File: config.mk
export PLATFORM = sky130hd
export DESIGN_NAME = dcrs_sequencer
export DESIGN_NICKNAME = d
export VERILOG_FILES = /design/src/shared/dcrs_pkg.sv /design/src/hdl/dcrs_sequencer.sv /design/src/hdl/dcrs_sync.sv
export SDC_FILE = /design/constraint.sdc
export NUM_CORES = 1
export LEC_CHECK = 0
export BUFFER_PORTS_ARGS = -buffer_cell sky130_fd_sc_hd__buf_2
export CAP_MARGIN = 20
export CORE_ASPECT_RATIO = 0.8
export CORE_MARGIN = 2
export CORE_UTILIZATION = 45
export DETAILED_ROUTE_END_ITERATION = 10
export HOLD_SLACK_MARGIN = 0.08
export PLACE_DENSITY = 0.63
export SYNTH_ARGS = -nofsm -noshare
export SYNTH_HDL_FRONTEND = slang
export SYNTH_HIERARCHICAL = 1
export SYNTH_SLANG_ARGS = --single-unit
export TNS_END_PERCENT = 10
File: constraint.sdc
create_clock -name mclk_i -period 4.2 [get_ports mclk_i]
set_input_delay 0.84 -clock mclk_i [delete_from_list [all_inputs] [get_ports mclk_i]]
set_output_delay 0.84 -clock mclk_i [all_outputs]
set_load 0.02 [all_outputs]
File: src/shared/dcrs_pkg.sv
package dcrs_pkg;
  // Processor clocks spent in one forced refresh
  localparam int unsigned REF_CPU_CLKS = 4;
  // Of those, clocks with refresh mode asserted
  localparam int unsigned REF_ACTIVE_CLKS = 3;
  localparam int unsigned REF_CNT_W = 2;
  localparam logic [REF_CNT_W-1:0] REF_CNT_RST = 2'h0;
  localparam logic [REF_CNT_W-1:0] REF_CNT_ONE = 2'h1;
  localparam logic [REF_CNT_W-1:0] REF_CNT_LAST = 2'(REF_ACTIVE_CLKS - 1);
  // Pin group width through the synchroniser
  localparam int unsigned PIN_W = 8;

  typedef enum logic [3:0] {
    DCRS_IDLE,
    DCRS_ROW,
    DCRS_SLOW,
    DCRS_COL,
    DCRS_HIDDEN,
    DCRS_REFRESH,
    DCRS_PRECH
  } dcrs_state_t;
endpackage : dcrs_pkg

File: src/hdl/dcrs_sequencer.sv
module dcrs_sequencer (
  input wire logic mclk_i,
  input wire logic rst_i,
  input wire logic cycle_start_strobe_n_i,
  input wire logic forced_refresh_request_i,
  input wire logic high_byte_enable_i,
  input wire logic low_address_bit_i,
  input wire logic external_wait_in_i,
  input wire logic cpu_system_clock_i,
  input wire logic chip_select_i,
  input wire logic one_wait_select_n_i,
  output logic upper_column_strobe_n_o,
  output logic lower_column_strobe_n_o,
  output logic wait_o,
  output logic refresh_mode_out_o
);
  import dcrs_pkg::*;

  initial begin
    if (REF_ACTIVE_CLKS >= REF_CPU_CLKS || REF_ACTIVE_CLKS < 1) begin
      $error("dcrs_sequencer: refresh clock split not servable");
    end
    if (REF_ACTIVE_CLKS > (1 << REF_CNT_W)) begin
      $error("dcrs_sequencer: refresh counter too narrow");
    end
  end

  logic [PIN_W-1:0] pins_raw;
  logic [PIN_W-1:0] pins_s;
  logic strobe_s;
  logic req_s;
  logic hi_byte_s;
  logic addr_lsb_s;
  logic ext_wait_s;
  logic cpu_s;
  logic cs_s;
  logic slow_s;

  // Pins pass two flops before use
  assign pins_raw = {cycle_start_strobe_n_i, forced_refresh_request_i, high_byte_enable_i,
                     low_address_bit_i, external_wait_in_i, cpu_system_clock_i,
                     chip_select_i, one_wait_select_n_i};

  dcrs_sync #(
    .W(PIN_W),
    .RST_VAL(8'h80)
  ) u_sync (
    .mclk_i(mclk_i),
    .rst_i(rst_i),
    .async_i(pins_raw),
    .sync_o(pins_s)
  );

  assign strobe_s = pins_s[7];
  assign req_s = pins_s[6];
  assign hi_byte_s = pins_s[5];
  assign addr_lsb_s = pins_s[4];
  assign ext_wait_s = pins_s[3];
  assign cpu_s = pins_s[2];
  assign cs_s = pins_s[1];
  assign slow_s = ~pins_s[0];

  dcrs_state_t state_q;
  dcrs_state_t state_d;
  logic strobe_prev_q;
  logic strobe_prev_d;
  logic cpu_prev_q;
  logic cpu_prev_d;
  logic [REF_CNT_W-1:0] ref_cnt_q;
  logic [REF_CNT_W-1:0] ref_cnt_d;
  logic upper_n_q;
  logic upper_n_d;
  logic lower_n_q;
  logic lower_n_d;
  logic wait_q;
  logic wait_d;
  logic ref_mode_q;
  logic ref_mode_d;
  logic cycle_start;
  logic cpu_edge;

  assign cycle_start = strobe_prev_q & ~strobe_s;
  assign cpu_edge = cpu_s & ~cpu_prev_q;

  always_comb begin
    state_d = state_q;
    ref_cnt_d = ref_cnt_q;
    strobe_prev_d = strobe_s;
    cpu_prev_d = cpu_s;
    unique case (state_q)
      DCRS_IDLE: begin
        // Idle leaves only on cycle start or aligned refresh
        if (cycle_start) begin
          if (!cs_s) begin
            state_d = DCRS_HIDDEN;
          end else begin
            state_d = DCRS_ROW;
          end
        end else if (req_s && strobe_s && cpu_s) begin
          state_d = DCRS_REFRESH;
          ref_cnt_d = REF_CNT_RST;
        end
      end
      DCRS_ROW: begin
        // Row latched, column address settles
        if (slow_s) begin
          state_d = DCRS_SLOW;
        end else begin
          state_d = DCRS_COL;
        end
      end
      DCRS_SLOW: begin
        state_d = DCRS_COL;
      end
      DCRS_COL, DCRS_HIDDEN: begin
        if (strobe_s) begin
          state_d = DCRS_IDLE;
        end
      end
      DCRS_REFRESH: begin
        // Keep a held start pending
        strobe_prev_d = strobe_prev_q;
        if (cpu_edge) begin
          if (ref_cnt_q == REF_CNT_LAST) begin
            state_d = DCRS_PRECH;
          end else begin
            ref_cnt_d = ref_cnt_q + REF_CNT_ONE;
          end
        end
      end
      DCRS_PRECH: begin
        strobe_prev_d = strobe_prev_q;
        if (cpu_edge) begin
          state_d = DCRS_IDLE;
        end
      end
      default: begin
        state_d = DCRS_IDLE;
      end
    endcase
  end

  always_comb begin
    // Byte-wise column strobes
    upper_n_d = ~((state_d == DCRS_COL) & hi_byte_s);
    lower_n_d = ~((state_d == DCRS_COL) & ~addr_lsb_s);
    ref_mode_d = (state_d == DCRS_REFRESH);
    // Wait covers slow cycles, forced refresh, precharge and the external wait
    wait_d = (state_d == DCRS_SLOW) | (state_d == DCRS_REFRESH) | (state_d == DCRS_PRECH)
             | ext_wait_s;
  end

  always_ff @(posedge mclk_i) begin
    if (rst_i) begin
      state_q <= DCRS_IDLE;
      ref_cnt_q <= REF_CNT_RST;
      strobe_prev_q <= 1'b1;
      cpu_prev_q <= 1'b0;
      upper_n_q <= 1'b1;
      lower_n_q <= 1'b1;
      wait_q <= 1'b0;
      ref_mode_q <= 1'b0;
    end else begin
      state_q <= state_d;
      ref_cnt_q <= ref_cnt_d;
      strobe_prev_q <= strobe_prev_d;
      cpu_prev_q <= cpu_prev_d;
      upper_n_q <= upper_n_d;
      lower_n_q <= lower_n_d;
      wait_q <= wait_d;
      ref_mode_q <= ref_mode_d;
    end
  end

  assign upper_column_strobe_n_o = upper_n_q;
  assign lower_column_strobe_n_o = lower_n_q;
  assign wait_o = wait_q;
  assign refresh_mode_out_o = ref_mode_q;
endmodule : dcrs_sequencer

File: src/hdl/dcrs_sync.sv
module dcrs_sync #(
  parameter int unsigned W = 1,
  parameter logic [W-1:0] RST_VAL = '0
) (
  input wire logic mclk_i,
  input wire logic rst_i,
  input wire logic [W-1:0] async_i,
  output logic [W-1:0] sync_o
);
  logic [W-1:0] meta_q;
  logic [W-1:0] meta_d;
  logic [W-1:0] sync_q;
  logic [W-1:0] sync_d;

  initial begin
    if (W < 1) begin
      $error("dcrs_sync: W must be at least 1");
    end
  end

  always_comb begin
    meta_d = async_i;
    sync_d = meta_q;
  end

  always_ff @(posedge mclk_i) begin
    if (rst_i) begin
      meta_q <= RST_VAL;
      sync_q <= RST_VAL;
    end else begin
      meta_q <= meta_d;
      sync_q <= sync_d;
    end
  end

  assign sync_o = sync_q;
endmodule : dcrs_sync

; Word-level counts from Yosys, hierarchy flattened
; Index checks and enable logic that the tools add are counted.
; W data, S select, Z words.
[classes]
add_sub_neg = 1
eq_ne = 15
muxes = 14
n_bitwise = 12
n_reduce_logical = 7
[op_table]
columns = cell, count
row1 = $mux W4, 6
row2 = $pmux W4 S6, 1
row3 = $eq A4 B3 Y1 const B, 5
row4 = $eq A4 B2 Y1 const B, 4
row5 = $mux W2, 4
row6 = $ne A2 B2 Y1 const B, 4
row7 = $not A1 Y1, 5
row8 = $reduce_and A5 Y1, 1
row9 = $and A1 B1 Y1, 4
row10 = $eq A4 B1 Y1 const B, 1
row11 = $logic_not A4 Y1, 1
row12 = $pmux W2 S2, 1
row13 = $reduce_or A2 Y1, 2
row14 = $mux W3, 1
row15 = $or A1 B1 Y1, 3
row16 = $add A2 B1 Y2 const B, 1
row17 = $eq A2 B2 Y1 const B, 1
row18 = $logic_and A1 B1 Y1, 2
row19 = $reduce_bool A2 Y1, 1
row20 = $mux W1, 1
[totals]
reg_bits = 28
inputBits = 10

; Depth between registers and ports, before layout
; Gate-level depths: netlist of the first run.
[depth]
word_depth = 9
depth_mapped = 6
ltp_nobuf = 6

; Hierarchy
; Netlist of the first run, hierarchy kept.
[modules_own_cells]
columns = mod, instances, cells_each, area_per_inst_um2, seq_area_each_um2
row1 = dcrs_sequencer, 1, 72, 596.8, 240.2
row2 = dcrs_sync, 1, 33, 437.9, 320.3

; Worst setup path after synthesis of the first run
; OpenSTA, ideal clock, no wires.
[synth_timing]
path_kind = in2reg
start = input rst_i
end = register lower_n_q, in the netlist lower_column_strobe_n_o
arrival_ns = 1.527
required_time_ns = 4.073
path_slack_ns = 2.546
path_stages = 2
n_path_buf = 0
path_cell_list = a311o_1 -> or3_1
[synth_rtl]
columns = item, line_no
row1 = "start, declared", dcrs_sequencer.sv:3  ; input wire logic rst_i,
row2 = "end signal, assigned", dcrs_sequencer.sv:169  ; lower_n_q <= lower_n_d;
row3 = "end, declared", dcrs_sequencer.sv:73  ; logic lower_n_q;

; Final worst setup path of the first run
[layout_timing]
start = register state_q[0]
end = register ref_cnt_q[1]
[layout_between]
elab_chain_cells = 3
[layout_rtl]
columns = item, line_no
row1 = "start, declared", dcrs_sequencer.sv:63  ; dcrs_state_t state_q;
row2 = "start signal, assigned", dcrs_sequencer.sv:164  ; state_q <= state_d;
row3 = $eq A4 B3 Y1 / $logic_not A4 Y1 (equally long branches), dcrs_sequencer.sv:90  ; unique case (state_q)
row4 = $ne A2 B2 Y1 (no line) / $reduce_bool A2 Y1 (equally long branches), --
row5 = $reduce_and A5 Y1 (no line), --
row6 = "end signal, assigned", dcrs_sequencer.sv:165  ; ref_cnt_q <= ref_cnt_d;
row7 = "end, declared", dcrs_sequencer.sv:69  ; logic [REF_CNT_W-1:0] ref_cnt_q;
; Parallel ways exist; a longest one is shown, timed or not.
; A chain may end at the register's enable or synchronous reset.

==> run metrics, run 1 <==
initial antenna violation count=0; # setup viols final=0; Max FO, Critical Path=12; Worst IR Drop VDD=0.0003082 V; Avg Cell Area, Syn=9.855 um2; ANT nets after route=0; postcts setup bufs=0; DR vias=723; Yosys Warn Count=6; Rows=15; Starting Density=between 40% and 50%; PwrDens=401.2 nW/um2; pin count of the biggest net entering global routing=24; fin nets=131; Syn Nets=116; Bufs on Longest Clock Path=2; RSZ-0062 raised after global routing=no; WP data required=about 4.5 ns; share of layout cells above drive strength 1=between 10% and 20%; vias in the first global route=between 600 and 700; IO Pins=14; gpl congestion=0.7653; DR iter-0 viols=13; DR WL/cell=between 10 and 15 um; Hold Crit Class=flip-flop to flip-flop; Post-Syn Instances=105; status=finished, final reports clean; setup TNS=0 ns; IO buf count=13; Core Box Area=2158 um2; Period Utilization, post-route=42.42%; worst path cell trace=or4_4 -> o32a_1 -> or3_1 -> a21oi_1; clock root cell=clkbuf_4; Synth top area share=between 50% and 60%; EDFF count, synth=0; Pleak=0.4475 nW; ANT cells=0; Max Fclk=561.3 MHz; TritonCTS clock tree=built; Worst Skew=0.001097 ns; slowest cell delay on critical path=0.60 ns; ys flop type=dfxtp_1; reg2reg setup slack=2.42 ns; Async S/R FF share, synth=0%; clock network latency to the later pin of the worst-skew pair=0.32 ns; CP Data Arrival Time=slightly above 2 ns; buffers plus inverters on the worst setup path=0; CP delay by family, top=simple AND/OR/NAND/NOR gates; first-pass GRT wire length=2.559 mm; Sink Count=28; Tmin final=1.782 ns; final hold vios=0; total track usage=13.04%; Layout area overhead=12.58%; H-Tree Level Count=1; layout filler cell count=199; Hold Buf Count CTS=0; Crit-path slowest cell=or4_4; HPWL after DPL=~1.1 mm; Post-Route WL=approximately 1.5 mm; Synth Register Bits=28; crit path kind=flip-flop to flip-flop; drt pass-1 iters=4; PostCTS Resize Cnt=0; Die Width=57.61 um; Remaining DRCs=0; Slew Viols, Final=0; Reg clk slew, reported paths=0.14 ns; cts bufs inserted=3; Die Ht=roughly 47 um; Netlist cell types=30; Worst setup EP type=flip-flop; Power, Total=0.4673 mW; crit start category=flip-flop; post-synth top area cell=dfxtp_1; top cells by area, synth=dfxtp_1 (54%), nor2b_1 (7.3%), a21oi_1 (5.3%), and2b_1 (3.6%), nand2b_1 (3.6%); total grt overflow=0; sequential area share after synthesis=54.17%; routed vias/inst=5.021; Die Footprint=2701 um2; Synth Cell Area=1035 um2; Max Cap Viol=0
-- state kept, by name, summed over array words and instances (netlist names), 2 cells and up --
register	cells
ref_cnt_q	2
state_q	4
u_sync/meta_q	8
u_sync/sync_o	8
-- synth_stat cells, types with 2 or more instances --
master	number
nor2b_1	12
o21ai_0	3
nor2_1	8
or3_1	3
inv_1	2
or2_1	2
and2b_1	5
clkbuf_1	2
a21oi_1	11
dfxtp_1	28
nand2_1	4
nand2b_1	6
nand3b_1	2
-- stage by stage --
step                hold slack [ns]  utilization (%)  instances  worst slack [ns]  instance area, um2
finish                       0.3829            53.97        144             2.418                1165
CTS                          0.3899            53.97        144             2.418                1165
detailed placement           0.3535            51.54        140             2.234                1112
global placement             0.3550            51.54        140             2.256                1112
floorplan                    0.3434                -        105             2.546                1035
global route                 0.4292            53.97        144             2.326                1165
-- where the power goes --
part	internal [mW]	total (mW)	leakage, nW	switching [mW]
Sequential	0.274	0.278	0.230	0.00390
Clock	0.0965	0.170	0.0279	0.0737
Combinational	0.0108	0.0191	0.190	0.00827
-- layout make-up --
class                   count  area [um2]  area share [%]
clock buffers               3       22.52           1.933
clock inverters             1       30.03           2.578
inverters                   2       7.507          0.6445
multi-input cells          72       447.9           38.45
flip-flops and latches     28       560.5           48.12
well taps                  25       31.28           2.685
repair buffers             13       65.06           5.585
-- layout by cell type (no fill, tap or decap), drive strengths merged, types with 3 or more instances in the layout --
master / n
a21oi: 11
o21ai: 3
and2b: 5
or3: 3
dfxtp: 28
nand2: 4
buf: 13
clkbuf: 3
nor2: 8
nand2b: 6
nor2b: 12
-- logic make-up after synthesis --
kind of cell	after synthesis	share of synthesized area [%]
other	1	0.3624
flip-flops	28	54.17
AO/OA/AOI/OAI	21	12.58
adder cells (fa/ha/maj)	1	1.209
AND/OR/NAND/NOR	48	28.17
multiplexers	1	0.9674
buffers and inverters	5	2.540
-- path summary, 6_finish.rpt --
kind                                                  start                                 end  cells past startpoint
worst max-delay path                  state_q[0]$_SDFF_PP0_           ref_cnt_q[1]$_SDFFE_PP0P_                      4
worst min-delay path            u_sync/sync_o[5]$_SDFF_PP0_  upper_column_strobe_n_o$_SDFF_PP1_                      1
worst max register to register        state_q[0]$_SDFF_PP0_           ref_cnt_q[1]$_SDFFE_PP0P_                      4
worst min register to register  u_sync/sync_o[5]$_SDFF_PP0_  upper_column_strobe_n_o$_SDFF_PP1_                      1
-- worst register-to-register path, cell delays in order (launching register included) --
cell and delay (ns):
dfxtp_1 0.44, or4_4 0.60, o32a_1 0.23, or3_1 0.32, a21oi_1 0.14
-- metal layers --
layer | global-route usage (%) | vias up | wire length [um]
met5 | 0 | - | 0
met4 | 4.186 | 0 | 13
met3 | 5.785 | 2 | 94
met2 | 21.14 | 22 | 651
met1 | 15.93 | 318 | 751
li1 | - | 381 | -
(Power assumes the default switching activity.)
==> run 2, diff against run 1 <==
Settings changed: ABC_AREA from default to 1, PLACE_DENSITY 0.63 to 0.65.
Clock period 4.2 ns to 1.4 ns, I/O delays scaled along.
==> run 2 against run 1 <==
  * Total power rose to 3.1 times the previous value
  * Sequential share of layout area fell by 5.1 points
  * First-iteration DRC count rose to 2.9 times the previous value
  * Largest cell class unchanged
  * Sequential power rose to 3.0 times the previous value
  * Register-to-register slack got worse by 2.3 ns
  * Combinational power rose to 4.0 times the previous value
==> run metrics, run 2 <==
Synth top cells by count=inv_1 (30), dfxtp_1 (28), nor2_1 (24); DR top layer=met4; Worst setup EP type=flip-flop; Non-Filler Instances=around 200; gpl congestion=about 0.83; Synth Register Bits=28; Max FO, Critical Path=6; TritonCTS clock tree=built; RSZ-0062 raised after global routing=no; placed cell count=a little under 200; Pleak=0.6796 nW; total track usage=14.32%; Remaining DRCs=0; Slew Viols, Final=0; vias in the first global route=roughly 770; Post-Route WL=approximately 1.8 mm; Hold Crit Class=primary input to flip-flop; status=finished, final reports clean; clock network latency to the later pin of the worst-skew pair=0.33 ns; Netlist cell types=19; share of layout cells above drive strength 1=25.45%; pin count of the biggest net entering global routing=17; met3 routed WL=about 54 um; Tmin final=roughly 1.3 ns; Max Cap Viol=0; Hold Path Origin=cycle_start_strobe_n_i; WP data required=about 1.6 ns; DR vias=roughly 830; fin nets=roughly 180; slowest cell delay on critical path=approximately 0.41 ns; IO buf count=13; cts bufs inserted=3; r2r startpoint=state_q[2]$_SDFF_PP0_; Layout area overhead=14.40%; total grt overflow=0; drt pass-1 iters=2; DR iter-0 viols=38; Critical Path Start=state_q[2]$_SDFF_PP0_; crit start category=flip-flop; Avg Cell Area, Syn=7.693 um2; Max Fclk=779.6 MHz; final hold vios=0; Met1 Wirelength=888 um; routed vias/inst=4.149; Period Utilization, post-route=between 90% and 100%; # setup viols final=0; H-Tree Level Count=1; Final Core Density=53.77%; Die Width=about 60 um; ANT nets after route=0; Async S/R FF share, synth=0%; wire length on met2=816 um; ANT cells=0; CP Data Arrival Time=~1.5 ns; setup TNS=0 ns; Synth top area share=between 40% and 50%; post-synth top area cell=dfxtp_1; sequential area share after synthesis=49.23%; worst path cell trace=inv_2 -> nor2_4 -> nand2_1 -> nand2_1 -> nand3_2 -> nand3_1 -> inv_1 -> nand2_2 -> nand3_2; Hold Buf Count CTS=0; PwrDens=1105 nW/um2; most frequent cell after synthesis=inv_1; first-pass GRT wire length=3.174 mm; initial antenna violation count=0; Yosys Warn Count=6; Worst Skew=just under 0.01 ns; Worst IR Drop VDD=0.0007832 V; DR WL/cell=8.861 um; top cells by area, synth=dfxtp_1 (49%), inv_1 (9.9%), nor2_1 (7.9%), nand2_1 (6.9%), nand3_1 (4.8%); crit path kind=flip-flop to flip-flop; IO Pins=14; ys flop type=dfxtp_1; EDFF count, synth=0; clock root cell=clkbuf_4; Die Ht=48.99 um; Bufs on Longest Clock Path=2; Reg clk slew, reported paths=0.15 ns; Crit-path slowest cell=dfxtp_1; Core Box Area=2422 um2; Starting Density=47.00%; HPWL after DPL=between 1 and 1.5 mm; Rows=16; Post-Syn Instances=148; postcts setup bufs=0; commonest non-fill, non-tap cell in the layout=inv_1; Synth Cell Area=roughly 1100 um2; Syn Nets=approximately 160; Sink Count=28; Die Footprint=roughly 3000 um2; most frequent cells in the layout=inv_1 (30), dfxtp_1 (28), nor2_1 (24), nand2_1 (21), buf_2 (13)
[run 2: path summary, 6_finish.rpt]
path	end	slack, ns	cells past startpoint
max	wait_o$_SDFF_PP0_	0.12	9
min	u_sync/meta_q[7]$_SDFF_PP1_	0.12	3
max reg2reg	wait_o$_SDFF_PP0_	0.12	9
min reg2reg	u_sync/sync_o[5]$_SDFF_PP0_	0.40	2
[run 2: cells by family after synthesis]
family                     Yosys count  share of synthesized area, %
and+or+nand+nor                     77                         34.29
buffers and inverters               36                         12.53
AOI/OAI and AO/OA                    5                         2.527
other                                1                        0.3294
adders and majority gates            1                         1.099
DFF                                 28                         49.23
[run 2: layout make-up]
| cell class | count | area (um2) |
|---|---|---|
| clock buffer | 3 | 22.52 |
| tap | 36 | 45.04 |
| clock inverter | 1 | 30.03 |
| inverter | 35 | 131.4 |
| timing repair buffer | 14 | 72.57 |
| multi-input combinational | 84 | 440.4 |
| sequential | 28 | 560.5 |
| fill | 249 | 1120 |
[run 2: metal layers]
metal / track usage [%] / vias to the layer above
li1: - / 470
met3: 4.775 / 2
met5: 0 / -
met1: 18.94 / 350
met2: 22.28 / 12
met4: 3.704 / 0
[run 2: timing repair]
item	4_1_cts	5_1_grt
resized for setup	0	1
endpoints found under the setup margin	0	2
hold endpoints to repair	0	0
[run 2: where the power goes]
group	switching, mW	internal [mW]
Sequential	0.0113	0.824
Clock	0.238	0.290
Combinational	0.0467	0.0294
[run 2: stage by stage]
| step | hold WS, ns | power [mW] | worst slack [ns] | area [um2] |
|---|---|---|---|---|
| floorplan | 0.3491 | 0.9007 | 0.2088 | 1139 |
| global placement | 0.3889 | 0.9267 | 0.1618 | 1245 |
| detailed placement | 0.3906 | 0.9301 | 0.1144 | 1245 |
| CTS | 0.1120 | 1.456 | 0.09180 | 1297 |
| global route | 0.1063 | 1.504 | 0.0008997 | 1303 |
| finish | 0.1214 | 1.439 | 0.1173 | 1303 |
[run 2: worst max-delay path: cells and delay by family (launching register included)]
family        cells  cell delay, ns
simple gates      7            0.66
flops             1            0.41
buf+inv           2            0.12
==> run 3, diff against run 2 <==
Settings changed: CORE_UTILIZATION 45 to 49, PLACE_DENSITY 0.65 to 0.7.
==> run 3 against run 2 <==
  * Fmax fell by 1.1%
  * Register-to-register slack about the same
  * Total power is 1.0% lower
  * Critical path depth decreased by 1
  * Via count up 0.12%
  * Die area fell by 7.6%
  * Utilization grew 5.4 points
  * Critical endpoint unchanged
  * Highest routed layer unchanged
==> run metrics, run 3 (same netlist as run 2, synthesis figures left out) <==
GR Layer Usage met3=4.959%; met1 usage=around 17%; drt pass-1 iters=4; Sink Count=28; # setup viols final=0; clock network latency to the later pin of the worst-skew pair=0.32 ns; IO Pins=14; DR WL/cell=between 9 and 10 um; total grt overflow=0; gpl congestion=0.8733; share of layout cells above drive strength 1=a little over a quarter; Place WS=0.1316 ns; Pleak=0.6810 nW; routed vias/inst=4.395; Hold Crit Class=primary input to flip-flop; Slew Viols, Final=0; first-pass GRT wire length=3.008 mm; layout filler cell count=207; Starting Density=52.30%; WP data required=1.63 ns; Worst Skew=0.005321 ns; Final Core Density=59.14%; H-Tree Level Count=1; Core Box Area=2177 um2; Max Fclk=a little under 800 MHz; vias in the first global route=749; PwrDens=1106 nW/um2; pin count of the biggest net entering global routing=17; Worst IR Drop VDD=0.001605 V; Die Width=57.90 um; initial antenna violation count=0; clock root cell=clkbuf_4; postcts setup bufs=0; setup TNS=0 ns; gr busiest metal=met2; setup ws final=0.1036 ns; fin nets=177; CP Data Arrival Time=1.53 ns; DR vias=around 840; Die Ht=47.12 um; Bufs on Longest Clock Path=2; Max Cap Viol=0; RSZ-0062 raised after global routing=no; Tmin final=1.296 ns; most frequent cells in the layout=inv_1 (30), dfxtp_1 (27), nor2_1 (23), nand2_1 (21), buf_2 (13); cts bufs inserted=3; Layout area overhead=13.08%; Max FO, Critical Path=3; crit path kind=flip-flop to flip-flop; status=finished, final reports clean; final hold vios=0; Post-Route WL=around 1.8 mm; met2 usage=27.27%; HPWL after DPL=1.404 mm; total track usage=between 10% and 20%; TritonCTS clock tree=built; DR iter-0 viols=50; Reg clk slew, reported paths=0.14 ns; ANT nets after route=0; crit start category=flip-flop; Die Footprint=approximately 2700 um2; Rows=15; IO buf count=13; Worst setup EP type=flip-flop; commonest non-fill, non-tap cell in the layout=inv_1; Remaining DRCs=0; Period Utilization, post-route=about 90%; ANT cells=0
run 3: cell types whose count changed in the layout (fill, tap and decap cells not counted):
cell / change
nand3_2: -1
nor2_2: +1
dfxtp_1: -1
nor2_1: -1
dfxtp_2: +1
nand3_1: +1
run 3: layout make-up:
class                      count  area (um2)  share of cell area (%)
inverter                      35       131.4                   10.20
multi-input combinational     84       437.9                   34.01
timing repair buffer          14       72.57                   5.637
clock inverter                 1       30.03                   2.332
tap                           25       31.28                   2.430
sequential                    28       561.8                   43.63
clock buffer                   3       22.52                   1.749
run 3: layer usage:
| layer | vias up | routed length [um] |
|---|---|---|
| li1 | 469 | - |
| met1 | 348 | 836 |
| met2 | 16 | 846 |
| met3 | 2 | 78 |
| met4 | 0 | 14 |
| met5 | - | 0 |
run 3: worst paths after layout:
path                                     from                          end  slack, ns  cells past startpoint
setup reg to reg    ref_cnt_q[0]$_SDFFE_PP0P_            wait_o$_SDFF_PP0_       0.10                      8
hold / removal         cycle_start_strobe_n_i  u_sync/meta_q[7]$_SDFF_PP1_       0.12                      3
hold reg to reg   u_sync/meta_q[4]$_SDFF_PP0_  u_sync/sync_o[4]$_SDFF_PP0_       0.41                      2
setup / recovery    ref_cnt_q[0]$_SDFFE_PP0P_            wait_o$_SDFF_PP0_       0.10                      8
run 3: critical path: stages, from the launching register on:
cell,delay [ns]
dfxtp_1,0.35
inv_1,0.05
ha_1,0.20
nand3_1,0.16
nor2_4,0.05
nor2_2,0.15
nand2_2,0.08
nand3_2,0.08
nand3_2,0.07
run 3: through the flow:
step / total power, mW / std cells / hold WS [ns] / instance area (um2)
after CTS: 1.448 / 190 / 0.1055 / 1284
final: 1.424 / 190 / 0.1232 / 1287
after global placement: 0.9255 / 186 / 0.3876 / 1231
after detailed placement: 0.9289 / 186 / 0.3922 / 1231
after global routing: 1.493 / 190 / 0.1103 / 1287
after floorplan: 0.9007 / 148 / 0.3491 / 1139
run 3: what timing repair did:
| item | CTS | global route |
|---|---|---|
| hold buffers | 0 | 0 |
| setup endpoints to repair | 0 | 3 |
| gates resized for setup | 0 | 2 |
run 3: power by group:
group	switching (mW)	internal (mW)	total, mW
Sequential	0.0109	0.824	0.835
Clock	0.223	0.290	0.513
Combinational	0.0470	0.0294	0.0765
